## config.mk

```make
export PLATFORM = sky130hd
export DESIGN_NAME = stm_tx
export DESIGN_NICKNAME = d
export VERILOG_FILES = /design/src/core/stm_pkg.sv /design/src/core/stm_buf.sv /design/src/core/stm_tx.sv
export SDC_FILE = /design/constraint.sdc
export NUM_CORES = 1
export LEC_CHECK = 0
export ABC_CLOCK_PERIOD_IN_PS = 2500
export BUFFER_PORTS_ARGS = -buffer_cell sky130_fd_sc_hd__buf_2
export CORE_ASPECT_RATIO = 1.1
export CORE_MARGIN = 2
export CORE_UTILIZATION = 35
export DETAILED_ROUTE_END_ITERATION = 8
export MAX_ROUTING_LAYER = met4
export SLEW_MARGIN = 20
export SYNTH_ARGS = -nofsm -noshare
export SYNTH_HDL_FRONTEND = slang
export SYNTH_SLANG_ARGS = --single-unit
```

## constraint.sdc

```tcl
create_clock -name clk_sys -period 2.5 [get_ports clk_sys]
set_clock_uncertainty 0.05 [all_clocks]
set_input_delay 0.375 -clock clk_sys [delete_from_list [all_inputs] [get_ports clk_sys]]
set_output_delay 0.375 -clock clk_sys [all_outputs]
set_load 0.1 [all_outputs]
```

## src/core/stm_pkg.sv

```systemverilog
package stm_pkg;

    // Serial clock timing: minimum serial clock period and its half-period cycle count at clk_sys
    localparam int SYS_PERIOD_NS      = 4;
    localparam int SCK_MIN_PERIOD_NS  = 2000;
    localparam int SCK_HALF_CYCLES    = (SCK_MIN_PERIOD_NS / 2 + SYS_PERIOD_NS - 1) / SYS_PERIOD_NS;
    localparam int DIV_W              = 16;

    // Word widths
    localparam int BYTE_W             = 8;
    localparam int WORD_W             = 16;
    localparam logic [4:0] BITS_8     = 5'h08;
    localparam logic [4:0] BITS_16    = 5'h10;

    // Tail mark tables: data-line level per half period of the serial clock,
    // clock line level per half period, sent from index 0 upward
    localparam int TAIL_LEN           = 4;
    localparam logic [3:0] HOLD_SDA   = 4'h3;
    localparam logic [3:0] HOLD_SCL   = 4'he;
    localparam logic [3:0] LATCH_SDA  = 4'hc;
    localparam logic [3:0] LATCH_SCL  = 4'he;

    // Buffer depth for staged transmit words
    localparam int BUF_DEPTH          = 2;

    // One staged transmit request
    typedef struct packed {
        logic [WORD_W-1:0] data;
        logic              wide;
        logic              latch;
    } stm_word_s;

    typedef enum logic [1:0] {ST_IDLE, ST_DATA, ST_TAIL} stm_state_e;

endpackage

```

## src/core/stm_buf.sv

```systemverilog
`timescale 1ns/10ps
// Two-entry buffer with valid/ready on both sides
module stm_buf
    import stm_pkg::*;
#(
    parameter int DEPTH = BUF_DEPTH
) (
    // Clock and reset
    input  wire logic       clk_sys,
    input  wire logic       reset_n,
    // Fill side
    input  wire logic       in_valid,
    output logic            in_ready,
    input  wire stm_word_s  in_word,
    // Drain side
    output logic            out_valid,
    input  wire logic       out_ready,
    output stm_word_s       out_word,
    // Clear
    input  wire logic       flush
);
    typedef struct packed {
        stm_word_s [1:0] mem;
        logic            wr;
        logic            rd;
        logic [1:0]      cnt;
    } stm_buf_s;

    stm_buf_s s_q, s_d;

    assign in_ready  = (s_q.cnt != 2'h2);
    assign out_valid = (s_q.cnt != 2'h0);
    assign out_word  = s_q.mem[s_q.rd];

    // Push and pop; flush drops all staged words
    always_comb begin
        logic push;
        logic pop;
        push = in_valid && in_ready;
        pop  = out_valid && out_ready;
        s_d  = s_q;
        if (push) begin
            s_d.mem[s_q.wr] = in_word;
            s_d.wr          = ~s_q.wr;
        end
        if (pop) begin
            s_d.rd = ~s_q.rd;
        end
        s_d.cnt = 2'(s_q.cnt + {1'b0, push} - {1'b0, pop});
        if (flush) begin
            s_d.wr  = 1'b0;
            s_d.rd  = 1'b0;
            s_d.cnt = 2'h0;
        end
    end

    always_ff @(posedge clk_sys or negedge reset_n) begin
        if (!reset_n) begin
            s_q <= '0;
        end else begin
            s_q <= s_d;
        end
    end

    count_range_a: assert property (@(posedge clk_sys) disable iff (!reset_n)
        s_q.cnt <= 2'h2) else $error("buffer count out of range");
    full_stall_a: assert property (@(posedge clk_sys) disable iff (!reset_n)
        (s_q.cnt == 2'h2) |-> !in_ready) else $error("buffer accepts while full");

endmodule // stm_buf

```

## src/core/stm_tx.sv

```systemverilog
`timescale 1ns/10ps
// What this block does
// - Tail enable, no continuous clock: two-wire mode
// - 8-bit sends low byte; 16-bit both
// - Tail kind bit picks hold or latch
// - Start flag write begins shifting data out
// - Last bit clears start, sets done request
// - Selected tail waveform follows the data
// - Tail busy flag high during tail output
// - Repeated load, start, wait sequences work
// - Single done source gated by enable bit
// - LSB first, tail directly after word
// - Control write with tail off reinitialises
module stm_tx
    import stm_pkg::*;
#(
    parameter int HALF_CYCLES = SCK_HALF_CYCLES
) (
    // Clock and reset
    input  wire logic                clk_sys,
    input  wire logic                reset_n,
    // Module standby, active high, resets the unit like chip reset
    input  wire logic                module_standby,
    // Control configuration
    input  wire logic                tail_mark_enable,
    input  wire logic                continuous_clock_mode_bit,
    input  wire logic                word_width_select,
    input  wire logic                tail_kind_select,
    input  wire logic                idle_output_level,
    input  wire logic                open_drain_select,
    input  wire logic                control_write,
    // Data load and start
    input  wire logic [BYTE_W-1:0]   low_data_byte,
    input  wire logic [BYTE_W-1:0]   high_data_byte,
    input  wire logic                start_write,
    output logic                     start_ready,
    // Status and completion
    output logic                     transfer_start_flag,
    output logic                     tail_in_progress_flag,
    output logic                     transfer_done_request,
    input  wire logic                done_request_clear,
    input  wire logic                transfer_done_irq_enable,
    output logic                     irq,
    // Serial data pin, open drain capable
    input  wire logic                serial_data_in,
    output logic                     serial_data_out,
    output logic                     serial_data_oe,
    // Serial clock pin
    input  wire logic                serial_clock_in,
    output logic                     serial_clock_out,
    output logic                     serial_clock_oe
);
    typedef struct packed {
        stm_state_e        st;
        logic [WORD_W-1:0] sh;
        logic [4:0]        bits;
        logic              latch;
        logic [DIV_W-1:0]  div;
        logic              phase;
        logic [1:0]        tidx;
        logic              sda;
        logic              scl;
        logic              start;
        logic              done;
        logic              clk_s1;
        logic              clk_s2;
        logic              dat_s1;
        logic              dat_s2;
    } stm_tx_s;

    stm_tx_s   s_q, s_d;
    logic      ssb_mode;
    logic      reinit;
    logic      buf_valid;
    logic      buf_ready;
    stm_word_s buf_word;
    stm_word_s load_word;

    // Tail table lookup, shared by data and clock lines
    function automatic logic tail_bit(input logic lat, input logic clk_line,
                                      input logic [1:0] idx);
        logic [3:0] tab;
        if (lat) begin
            tab = clk_line ? LATCH_SCL : LATCH_SDA;
        end else begin
            tab = clk_line ? HOLD_SCL : HOLD_SDA;
        end
        return tab[idx];
    endfunction

    assign ssb_mode = tail_mark_enable && !continuous_clock_mode_bit;
    assign reinit   = control_write && !tail_mark_enable;

    // Word layout: wide picks both bytes, latch is written with the data
    always_comb begin
        load_word.data  = word_width_select ? {high_data_byte, low_data_byte}
                                            : {{BYTE_W{1'b0}}, low_data_byte};
        load_word.wide  = word_width_select;
        load_word.latch = tail_kind_select;
    end

    // Staging buffer keeps back-to-back starts while a frame is on the wire
    stm_buf #(.DEPTH(BUF_DEPTH)) u_buf (
        .clk_sys   (clk_sys),
        .reset_n   (reset_n),
        .in_valid  (start_write && ssb_mode),
        .in_ready  (start_ready),
        .in_word   (load_word),
        .out_valid (buf_valid),
        .out_ready (buf_ready),
        .out_word  (buf_word),
        .flush     (reinit || module_standby)
    );

    assign buf_ready = (s_q.st == ST_IDLE) && !reinit && !module_standby;

    // Sequencer: data bits, then tail table, on half periods of the serial clock
    always_comb begin
        logic tick;
        s_d        = s_q;
        s_d.clk_s1 = serial_clock_in;
        s_d.clk_s2 = s_q.clk_s1;
        s_d.dat_s1 = serial_data_in;
        s_d.dat_s2 = s_q.dat_s1;
        tick       = (s_q.div == DIV_W'(HALF_CYCLES - 1));
        s_d.div    = tick ? '0 : DIV_W'(s_q.div + 1'b1);
        case (s_q.st)
            ST_IDLE: begin
                s_d.div = '0;
                s_d.scl = 1'b1;
                if (buf_valid && buf_ready) begin
                    s_d.st    = ST_DATA;
                    s_d.sh    = buf_word.data;
                    s_d.bits  = buf_word.wide ? BITS_16 : BITS_8;
                    s_d.latch = buf_word.latch;
                    s_d.start = 1'b1;
                    s_d.phase = 1'b0;
                    s_d.scl   = 1'b0;
                    s_d.sda   = buf_word.data[0];
                end
            end
            ST_DATA: begin
                if (tick) begin
                    s_d.phase = ~s_q.phase;
                    s_d.scl   = ~s_q.phase;
                    if (s_q.phase) begin
                        if (s_q.bits == 5'h01) begin
                            s_d.st    = ST_TAIL;
                            s_d.start = 1'b0;
                            s_d.done  = 1'b1;
                            s_d.tidx  = 2'h0;
                            s_d.sda   = tail_bit(s_q.latch, 1'b0, 2'h0);
                            s_d.scl   = tail_bit(s_q.latch, 1'b1, 2'h0);
                        end else begin
                            s_d.sh   = {1'b0, s_q.sh[WORD_W-1:1]};
                            s_d.sda  = s_q.sh[1];
                            s_d.bits = 5'(s_q.bits - 1'b1);
                        end
                    end
                end
            end
            ST_TAIL: begin
                if (tick) begin
                    if (s_q.tidx == 2'(TAIL_LEN - 1)) begin
                        s_d.st  = ST_IDLE;
                        s_d.scl = 1'b1;
                        s_d.sda = idle_output_level;
                    end else begin
                        s_d.tidx = 2'(s_q.tidx + 1'b1);
                        s_d.sda  = tail_bit(s_q.latch, 1'b0, 2'(s_q.tidx + 1'b1));
                        s_d.scl  = tail_bit(s_q.latch, 1'b1, 2'(s_q.tidx + 1'b1));
                    end
                end
            end
            default: begin
                s_d.st = ST_IDLE;
            end
        endcase
        // Idle data line follows the software level between frames
        if (s_q.st == ST_IDLE && s_d.st == ST_IDLE) begin
            s_d.sda = idle_output_level;
        end
        // Set wins over clear for the done request
        if (done_request_clear && !(s_q.st == ST_DATA && s_d.st == ST_TAIL)) begin
            s_d.done = 1'b0;
        end
        if (reinit || module_standby) begin
            s_d.st    = ST_IDLE;
            s_d.start = 1'b0;
            s_d.div   = '0;
            s_d.scl   = 1'b1;
            s_d.sda   = idle_output_level;
            if (module_standby) begin
                s_d.done = 1'b0;
            end
        end
    end

    always_ff @(posedge clk_sys or negedge reset_n) begin
        if (!reset_n) begin
            s_q     <= '0;
            s_q.st  <= ST_IDLE;
            s_q.sda <= 1'b1;
            s_q.scl <= 1'b1;
        end else begin
            s_q <= s_d;
        end
    end

    // Outputs; start flag also covers a request still in the buffer
    assign transfer_start_flag   = s_q.start || buf_valid;
    assign tail_in_progress_flag = (s_q.st == ST_TAIL);
    assign transfer_done_request = s_q.done;
    assign irq                   = s_q.done && transfer_done_irq_enable;
    // Open drain releases the line for a one; push-pull drives always
    assign serial_data_out       = s_q.sda;
    assign serial_data_oe        = open_drain_select ? !s_q.sda : 1'b1;
    assign serial_clock_out      = s_q.scl;
    assign serial_clock_oe       = 1'b1;

    start_clears_a: assert property (@(posedge clk_sys) disable iff (!reset_n)
        (s_q.st == ST_DATA && s_d.st == ST_TAIL) |=> (!s_q.start && s_q.done))
        else $error("start not cleared with done set");
    tail_flag_a: assert property (@(posedge clk_sys) disable iff (!reset_n)
        tail_in_progress_flag |-> (s_q.st == ST_TAIL && !s_q.start))
        else $error("tail flag outside tail");
    tail_follows_a: assert property (@(posedge clk_sys) disable iff (!reset_n)
        $fell(s_q.start) && !$past(reinit) && !$past(module_standby)
        |-> tail_in_progress_flag) else $error("tail not after data");
    lsb_first_a: assert property (@(posedge clk_sys) disable iff (!reset_n)
        (s_q.st == ST_IDLE && s_d.st == ST_DATA) |=> (s_q.sda == s_q.sh[0]))
        else $error("first bit not lsb");
    width_load_a: assert property (@(posedge clk_sys) disable iff (!reset_n)
        (s_q.st == ST_IDLE && s_d.st == ST_DATA)
        |=> (s_q.bits == ($past(buf_word.wide) ? BITS_16 : BITS_8)))
        else $error("bit count wrong for width");
    irq_gate_a: assert property (@(posedge clk_sys) disable iff (!reset_n)
        irq |-> (transfer_done_request && transfer_done_irq_enable))
        else $error("irq without enabled request");
    reinit_idle_a: assert property (@(posedge clk_sys) disable iff (!reset_n)
        reinit |=> (s_q.st == ST_IDLE && !s_q.start))
        else $error("control write did not reinitialise");
    start_runs_a: assert property (@(posedge clk_sys) disable iff (!reset_n)
        (buf_valid && buf_ready) |=> (s_q.st == ST_DATA && s_q.start))
        else $error("start did not begin transfer");

endmodule // stm_tx

```

==> run_results.csv, run 1 <==
group,metric,value,unit
synth,synthesis.nets,468,
critical_path,crit_arrival,2550,ps
final_layout,syn_to_final_growth,18.0,%
critical_path,crit_path_start_kind,"flip-flop",
critical_path,cp_common_cell,"mux2_2",
power,static-leakage-power,2.20,nW
floorplan,die_height,121,um
routing,wl,9.01,mm
clock_network,clockBufferDepth,2,
critical_path,slowest_stage,"dfrtp_1",
routing,drt_iter0_drc,180,
synth,synth_area_leader_cell,"dfrtp_1",
synth,synth_edf_count,0,
sta,holdWs,164,ps
clock_network,cts_tree,"done",
clock_network,root_buffer,"clkbuf_16",
critical_path,critPathKind,"flip-flop to flip-flop",
placed_design,place_congestion,0.875,
run,drv_cap,0,
power,powerDensity,704,mW/mm^2
floorplan,num_rows,42,
power,total_power,3.59,mW
floorplan,die_width,110,um
global_route,grt_overflow,0,
global_route,grt_max_degree,39,
outcome,status,"complete, no violations",
sta,finalMaxSlewViolations,0,
clock_network,cts.sinks,86,
sta,tightest_slew,755,ps
synth,synth.distinct_cells,48,
global_route,grt_pass1_vias,3215,
clock_network,cts_buffers,9,
synth,netlist_instances,425,
synth,synth_area,0.00433,mm^2
placed_design,port_buffers,36,
global_route,grt_pass1_wl,15.2,mm
synth,synth-main-ff-cell,"dfrtp_1",
floorplan,boundaryPins,40,
sta,rsz0062_at_grt,"yes",
critical_path,crit_fanout,4,
clock_network,htreeDepth,3,
routing,drc_errors,0,
synth,async_flop_share,100,%
routing,routed_via_density,5.07,
critical_path,path_cells,"inv_1 > ha_1 > nor4b_4 > nand4_1 > o311a_1 > a21oi_1 > mux2_2 > mux2_2",
critical_path,crit_family,"multiplexers",
synth,yosys-top-cells-count,"dfrtp_1, nand2_1, o21ai_0",
final_layout,utilization,42.4,%
synth,ys_seq_area_share,49.8,%
critical_path,worstPathBufferInverterCount,1,
placed_design,dpl.hpwl,6.28,mm
synth,synth-warning-count,0,
synth,synthTopCellsByArea,"dfrtp_1, nand2_1, mux2_2, mux2i_1, o21ai_0",
sta,setup_slack,161,ps
routing,antenna_left,0,
synth,syn_area_per_cell,10.2,um^2
synth,synth_seq_cells,86,
final_layout,num_antenna_cells,0,
sta,max_freq,427,MHz
sta,fin_crit,2340,ps
worst_hold_path,hold_class,"input pin to flip-flop",
routing,vias,3209,
placed_design,place_ws,98.3,ps
final_layout,final_cells,633,
sta,finalHoldViolations,0,
floorplan,die_area,0.0133,mm^2
clock_network,clkTransAtPathRegs,70,ps
placed_design,placed_cells,616,
synth,synthMostInstantiatedCell,"dfrtp_1",
power,ir_worst_vdd,0.380,mV
final_layout,fin_nets,517,
sta,final.period_utilization,93.6,%
sta,setup_violations,0,
floorplan,initial_utilization,35.9,%
floorplan,core_area,0.0120,mm^2
critical_path,cp.required,2710,ps
sta,max_slew_margin,49.7,%
final_layout,fillers,1163,
clock_network,insertion_delay,330,ps
final_layout,drive_above_1_share,24.0,%
global_route,track_usage,15.0,%
critical_path,end_kind,"flip-flop",
routing,route.detailed.wl_per_inst,14.2,um
critical_path,crit_path_max_incr_delay,410,ps
routing,dr.pass1.iters,4,
synth,yosys.area.top_type_share,48.6,%
global_route,antenna_found_initial,0,
## routing by layer
layer | global-route usage [%] | wire length (um) | vias to the layer above
met1 | 18.3 | 4220 | 1569
met2 | 24.7 | 4490 | 44
met3 | 4.31 | 254 | 4
met5 | - | 0 | -
met4 | 2.93 | 51 | 0
li1 | - | - | 1592
## logic make-up (layout without fill, tap and decap cells)
| family | after synthesis | count (layout) | share of synthesized area, % |
|---|---|---|---|
| adder cells (fa/ha/maj) | 12 | 12 | 3.47 |
| AO/OA/AOI/OAI | 80 | 80 | 12.1 |
| multiplexers | 43 | 43 | 10.6 |
| buffers and inverters | 33 | 87 | 3.24 |
| other | 1 | 1 | 0.0867 |
| XOR/XNOR | 16 | 16 | 3.24 |
| AND/OR/NAND/NOR | 154 | 154 | 17.4 |
| flip-flops | 86 | 86 | 49.8 |
## registers in the layout, summed over array words and instances (netlist names)
register and cells:
u_buf.s_q 40, transfer_done_request 1, serial_data_out 1, serial_clock_out 1, s_q 43
## power by group
part / total [mW] / internal (mW) / switching, mW / leakage, nW
Clock: 1.30 / 0.702 / 0.600 / 0.146
Sequential: 1.72 / 1.60 / 0.117 / 1.14
Combinational: 0.569 / 0.243 / 0.326 / 0.910
## final timing paths
path                                    start                     to  slack [ps]  cells past startpoint
max                                   s_q[12]        serial_data_out         160                      8
max reg2reg                           s_q[12]        serial_data_out         160                      8
min                        done_request_clear  transfer_done_request         160                      2
min in group asynchronous             reset_n                s_q[14]         460                      2
max in group asynchronous             reset_n                s_q[28]        1310                      3
min reg2reg                     u_buf.s_q[15]          u_buf.s_q[15]         430                      2
## cell usage in the layout, fill, tap and decap left out, types with 13 or more instances in the layout
cell type  count
mux2_2        24
nor2_1        33
mux2i_1       19
buf_2         35
dfrtp_1       84
o221ai_1      15
o21ai_0       33
nand2_1       75
inv_1         13
buf_4         21
## per-stage QoR
step / area [um^2] / TNS (ps)
2_1_floorplan: 4330 / 0
3_3_place_gp: 4790 / 0
3_5_place_dp: 4790 / 0
4_1_cts: 5090 / 0
5_1_grt: 5100 / -4.68
6_report: 5100 / 0
## layout make-up
cell class	count	area, um^2	share of cell area [%]
Tap cell	154	193	3.78
Clock buffer	9	225	4.41
Timing Repair Buffer	58	363	7.11
Inverter	13	48.8	0.956
Sequential cell	86	2150	42.2
Clock inverter	7	65.1	1.28
Multi-Input combinational cell	306	2050	40.2
## repair_timing
item,CTS,global route
resized for setup,0,4
setup buffers,0,0
hold endpoints to repair,25,0
hold buffers,1,0
endpoints found under the setup margin,0,10
(Power assumes the default switching activity.)
==> run 2, diff against run 1 <==
--- a/config.mk
+++ b/config.mk
@@ -7,11 +7,14 @@
 export LEC_CHECK = 0
 export ABC_CLOCK_PERIOD_IN_PS = 2500
 export BUFFER_PORTS_ARGS = -buffer_cell sky130_fd_sc_hd__buf_2
+export CELL_PAD_IN_SITES_DETAIL_PLACEMENT = 0
+export CELL_PAD_IN_SITES_GLOBAL_PLACEMENT = 1
 export CORE_ASPECT_RATIO = 1.1
 export CORE_MARGIN = 2
 export CORE_UTILIZATION = 35
 export DETAILED_ROUTE_END_ITERATION = 8
 export MAX_ROUTING_LAYER = met4
+export PLACE_DENSITY = 0.64
 export SLEW_MARGIN = 20
 export SYNTH_ARGS = -nofsm -noshare
 export SYNTH_HDL_FRONTEND = slang
==> run_results.csv, run 2 (synthesis results as in run 1) <==
group,metric,value,unit
outcome,status,"complete, no violations",
sta,finalHoldViolations,0,
power,powerDensity,735,mW/mm^2
final_layout,final_cells,636,
sta,final.period_utilization,94.7,%
routing,wl_met2,4.42,mm
final_layout,fin_area,0.00516,mm^2
routing,dr.pass1.iters,4,
sta,setup_slack,133,ps
critical_path,rr_worst_depth,8,
routing,drc_errors,0,
floorplan,core_area,0.0120,mm^2
sta,max_freq,423,MHz
critical_path,critPathKind,"flip-flop to flip-flop",
critical_path,reg2reg_from,"s_q[12]",
sta,rsz0062_at_grt,"no",
clock_network,root_buffer,"clkbuf_16",
routing,route.detailed.wl_per_inst,14.3,um
routing,drt_iter0_drc,146,
worst_hold_path,whs_endpoint,"transfer_done_request",
final_layout,syn_to_final_growth,19.4,%
global_route,grt_pass1_vias,3200,
placed_design,placed_cells,619,
clock_network,cts_buffers,9,
placed_design,dpl.hpwl,6.39,mm
clock_network,cts_tree,"done",
worst_hold_path,hold_depth,2,
placed_design,place_congestion,0.848,
placed_design,port_buffers,36,
critical_path,crit_arrival,2580,ps
critical_path,crit_path_start_kind,"flip-flop",
floorplan,num_rows,42,
final_layout,drive_above_1_share,23.9,%
critical_path,rr_endpoint,"transfer_done_request",
routing,wl,9.10,mm
clock_network,clkTransAtPathRegs,60,ps
sta,finalMaxSlewViolations,0,
clock_network,clockBufferDepth,2,
critical_path,cp.required,2710,ps
final_layout,top_regs,"s_q (43), u_buf.s_q (40)",
final_layout,largest_reg_flops,43,
sta,fin_crit,2370,ps
power,static-leakage-power,2.23,nW
placed_design,placed_area,0.00481,mm^2
clock_network,htreeDepth,3,
power,ir_worst_vdd,0.523,mV
placed_design,place_ws,151,ps
sta,tns,0,ps
final_layout,final_common_cell,"dfrtp_1",
global_route,grt_pass1_wl,15.4,mm
floorplan,boundaryPins,40,
clock_network,cts.sinks,86,
sta,tightest_slew,505,ps
final_layout,multi_input_area,0.00204,mm^2
final_layout,num_antenna_cells,0,
routing,routed_via_density,5.01,
sta,holdWs,158,ps
sta,setup_violations,0,
global_route,grt_max_degree,38,
final_layout,layout_common_cells,"dfrtp_1, nand2_1, buf_2, o21ai_0, nor2_1",
worst_hold_path,worstHoldStart,"done_request_clear",
final_layout,fillers,1208,
routing,vias,3184,
final_layout,fin_nets,520,
routing,wl_met3,190,um
worst_hold_path,hold_class,"input pin to flip-flop",
critical_path,rrSetupSlack,130,ps
floorplan,die_width,110,um
final_layout,utilization,42.9,%
final_layout,regArea,0.00215,mm^2
floorplan,die_height,121,um
run,drv_cap,0,
routing,met1Wirelength,4.34,mm
final_layout,max_flop_register,"s_q",
global_route,track_usage,15.5,%
clock_network,post_cts_buffers,0,
floorplan,die_area,0.0133,mm^2
clock_network,post_cts_resized,0,
routing,antenna_left,0,
global_route,antenna_found_initial,0,
power,total_power,3.79,mW
routing,routed.top_layer,"met4",
critical_path,end_kind,"flip-flop",
critical_path,crit_fanout,4,
floorplan,initial_utilization,35.9,%
global_route,grt_overflow,0,
clock_network,insertion_delay,340,ps
sta,max_slew_margin,66.3,%
[run 2: worst max-delay path: stages, from the launching register on]
cell and delay (ps):
dfrtp_1 400, inv_1 60, ha_1 130, nor4b_4 290, and4_1 380, nand3_4 120, a211o_1 330, a211o_1 310
a211oi_2 200
[run 2: metal layers]
layer,global-route usage (%),vias to the layer above
met4,6.65,0
met2,24.5,33
li1,-,1597
met1,19.6,1544
met5,-,-
met3,2.43,10
[run 2: cell type report]
cell class	count	share of cell area (%)
sequential	86	41.7
clock inverter	4	1.48
multi-input combinational	306	39.5
clock buffer	12	5.16
inverter	13	0.945
tap	154	3.73
timing repair buffer	61	7.46
[run 2: report_power, final]
part           total (mW)  switching [mW]  internal (mW)
Clock                1.50           0.541          0.960
Sequential           1.72           0.115           1.60
Combinational       0.573           0.326          0.247
Total                3.79           0.982           2.81
[run 2: worst max-delay path by stage]
stage	depth (start not counted)	to	from
4_1_cts	8	transfer_done_request	s_q[12]
3_3_place_gp	8	transfer_done_request	s_q[12]
5_1_grt	10	s_q[34]	s_q[12]
6_report	8	transfer_done_request	s_q[12]
2_1_floorplan	6	u_buf.s_q[11]	u_buf.s_q[0]
3_5_place_dp	8	transfer_done_request	s_q[12]
[run 2: repair_timing]
action	CTS	global route
hold buffers	1	0
hold endpoints to repair	35	0
endpoints found under the setup margin	0	0
==> run 3, diff against run 2 <==
--- a/config.mk
+++ b/config.mk
@@ -14,8 +14,9 @@
 export CORE_UTILIZATION = 35
 export DETAILED_ROUTE_END_ITERATION = 8
 export MAX_ROUTING_LAYER = met4
-export PLACE_DENSITY = 0.64
-export SLEW_MARGIN = 20
+export PLACE_DENSITY = 0.62
+export SLEW_MARGIN = 25
 export SYNTH_ARGS = -nofsm -noshare
 export SYNTH_HDL_FRONTEND = slang
+export SYNTH_HIERARCHICAL = 1
 export SYNTH_SLANG_ARGS = --single-unit
==> run_results.csv, run 3 <==
group,metric,value,unit
critical_path,crit_path_max_incr_delay,420,ps
critical_path,worstPathBufferInverterCount,2,
floorplan,num_rows,43,
synth,synth_area,0.00460,mm^2
final_layout,layout_common_cells,"dfrtp_1, nor2_1, mux2_2, buf_2, nand2_1",
final_layout,num_antenna_cells,0,
synth,yosys-top-cells-count,"dfrtp_1, nor2_1, mux2_2",
global_route,antenna_found_initial,0,
synth,async_flop_share,100,%
critical_path,crit_fanout,39,
critical_path,end_kind,"flip-flop",
synth,synth-warning-count,6,
clock_network,clkTransAtPathRegs,60,ps
synth,synthMuxAreaShare,15.7,%
routing,drc_errors,4,
run,drv_cap,0,
clock_network,insertion_delay,340,ps
outcome,status,"finished with violations",
global_route,grt_overflow,0,
power,powerDensity,697,mW/mm^2
synth,synth.distinct_cells,64,
sta,setup_slack,163,ps
final_layout,fillers,1275,
synth,synth_xor_area_share,3.24,%
clock_network,htreeDepth,3,
synth,synthesis.nets,454,
power,total_power,3.62,mW
synth,synth_compound_area_share,10.3,%
synth,synth-main-ff-cell,"dfrtp_1",
placed_design,dpl.hpwl,6.29,mm
critical_path,critPathKind,"flip-flop to flip-flop",
sta,finalHoldViolations,0,
synth,synth_top_family_by_area,"multiplexers",
floorplan,die_area,0.0141,mm^2
synth,ys_seq_area_share,46.9,%
final_layout,drive_above_1_share,30.8,%
routing,drt_iter0_drc,130,
routing,route.detailed.wl_per_inst,15.6,um
routing,wl,9.53,mm
final_layout,max_flop_register,"s_q",
critical_path,path_cells,"inv_1 > ha_1 > nor4b_2 > and4_2 > nand3_4 > a21oi_2 > o21ai_2 > buf_12 > a221o_1",
clock_network,clockBufferDepth,2,
final_layout,top_regs,"s_q (43), u_buf/s_q (40)",
sta,finalMaxSlewViolations,0,
routing,routed_via_density,5.10,
critical_path,crit_arrival,2510,ps
synth,yosys.area.top_type_share,45.7,%
routing,vias,3107,
critical_path,crit_family,"simple AND/OR/NAND/NOR gates",
floorplan,boundaryPins,40,
sta,fin_crit,2340,ps
final_layout,largest_reg_flops,43,
synth,netlist_instances,411,
global_route,grt_max_degree,53,
routing,antenna_left,0,
outcome,violations,"design-rule violations",
sta,setup_violations,0,
synth,synthSimpleGateAreaFrac,15.7,%
synth,syn_area_per_cell,11.2,um^2
final_layout,fin_nets,492,
worst_hold_path,hold_class,"input pin to asynchronous set/reset pin",
clock_network,cts_tree,"done",
sta,max_freq,428,MHz
routing,dr.pass1.iters,7,
clock_network,root_buffer,"clkbuf_16",
synth,synth_seq_cells,86,
sta,tightest_slew,676,ps
synth,synth_edf_count,0,
clock_network,post_cts_buffers,0,
placed_design,port_buffers,36,
power,static-leakage-power,2.28,nW
final_layout,final_common_cell,"dfrtp_1",
global_route,grt_pass1_wl,16.8,mm
synth,synth_area_leader_cell,"dfrtp_1",
clock_network,cts_buffers,9,
sta,max_slew_margin,54.9,%
placed_design,place_congestion,0.779,
floorplan,core_area,0.0127,mm^2
power,ir_worst_vdd,0.357,mV
sta,final.period_utilization,93.5,%
critical_path,cp.required,2680,ps
placed_design,place_ws,88.8,ps
global_route,grt_pass1_vias,3352,
critical_path,crit_path_start_kind,"flip-flop",
clock_network,cts.sinks,86,
global_route,track_usage,15.9,%
sta,rsz0062_at_grt,"yes",
critical_path,slowest_stage,"and4_2",
synth,synthTopCellsByArea,"dfrtp_1, mux2_2, mux2_4, nor2_1, ha_1",
final_layout,syn_to_final_growth,12.8,%
floorplan,initial_utilization,36.2,%
floorplan,die_width,113,um
synth,yosys.area_share.adder,3.27,%
synth,synthMostInstantiatedCell,"dfrtp_1",
floorplan,die_height,124,um
==> run 3: cell count changes after synthesis, sizes merged, moves of 13 or more <==
| cell | delta |
|---|---|
| o221ai | -14 |
| mux2 | +32 |
| nand2 | -42 |
| nor2 | +13 |
| mux2i | -17 |
| o21ai | -21 |
| a221o | +14 |
==> run 3: final cells by class <==
class / count / area [um^2] / share of cell area (%)
multi-input cells: 289 / 2220 / 42.9
flip-flops and latches: 86 / 2150 / 41.6
repair buffers: 49 / 293 / 5.65
clock buffers: 11 / 243 / 4.68
well taps: 157 / 196 / 3.79
inverters: 14 / 52.6 / 1.01
clock inverters: 3 / 21.3 / 0.410
==> run 3: repair_timing <==
item,CTS,global route
hold endpoints to repair,0,0
hold buffers,0,0
setup endpoints to repair,0,18
gates resized for setup,0,2
==> run 3: power by group <==
group	internal (mW)	switching [mW]
registers	1.63	0.152
logic	0.335	0.262
clock network	0.691	0.548
==> run 3: per-stage QoR <==
step | setup TNS [ps] | hold WS [ps] | area, um^2 | instances | utilization, %
after global routing | -18.2 | 63.3 | 5180 | 609 | 40.8
final | 0 | 13.5 | 5180 | 609 | 40.8
after floorplan | 0 | 29.4 | 4600 | 411 | -
after detailed placement | 0 | 409 | 4920 | 595 | 38.7
after global placement | 0 | 406 | 4920 | 595 | 38.7
after CTS | 0 | 33.4 | 5180 | 609 | 40.8
==> run 3: routing by layer <==
layer / part of all wire (%) / vias up / track usage, %
met5: 0 / - / -
met4: 1.1 / 0 / 4.27
met3: 3.3 / 8 / 4.96
met2: 48 / 34 / 25.7
met1: 47 / 1544 / 19.4
li1: - / 1521 / -
==> run 3: worst paths after layout <==
check                                    from                    end  slack [ps]  cells past startpoint
setup / recovery                      s_q[12]                s_q[44]         160                      9
hold / removal                        reset_n          u_buf/s_q[10]          10                      1
setup reg to reg                      s_q[12]                s_q[44]         160                      9
hold reg to reg                        s_q[9]                 s_q[9]         440                      2
max in group asynchronous             reset_n          u_buf/s_q[13]        1720                      2
min in group clk_sys       done_request_clear  transfer_done_request         150                      2
==> run 3: cells by family (layout without fill, tap and decap cells) <==
logic type,after synthesis,in the layout
AO/OA/AOI/OAI,62,62
XOR/XNOR,17,17
adder cells (fa/ha/maj),12,12
other,1,1
multiplexers,58,58
flip-flops,86,86
AND/OR/NAND/NOR,139,139
buffers and inverters,36,77
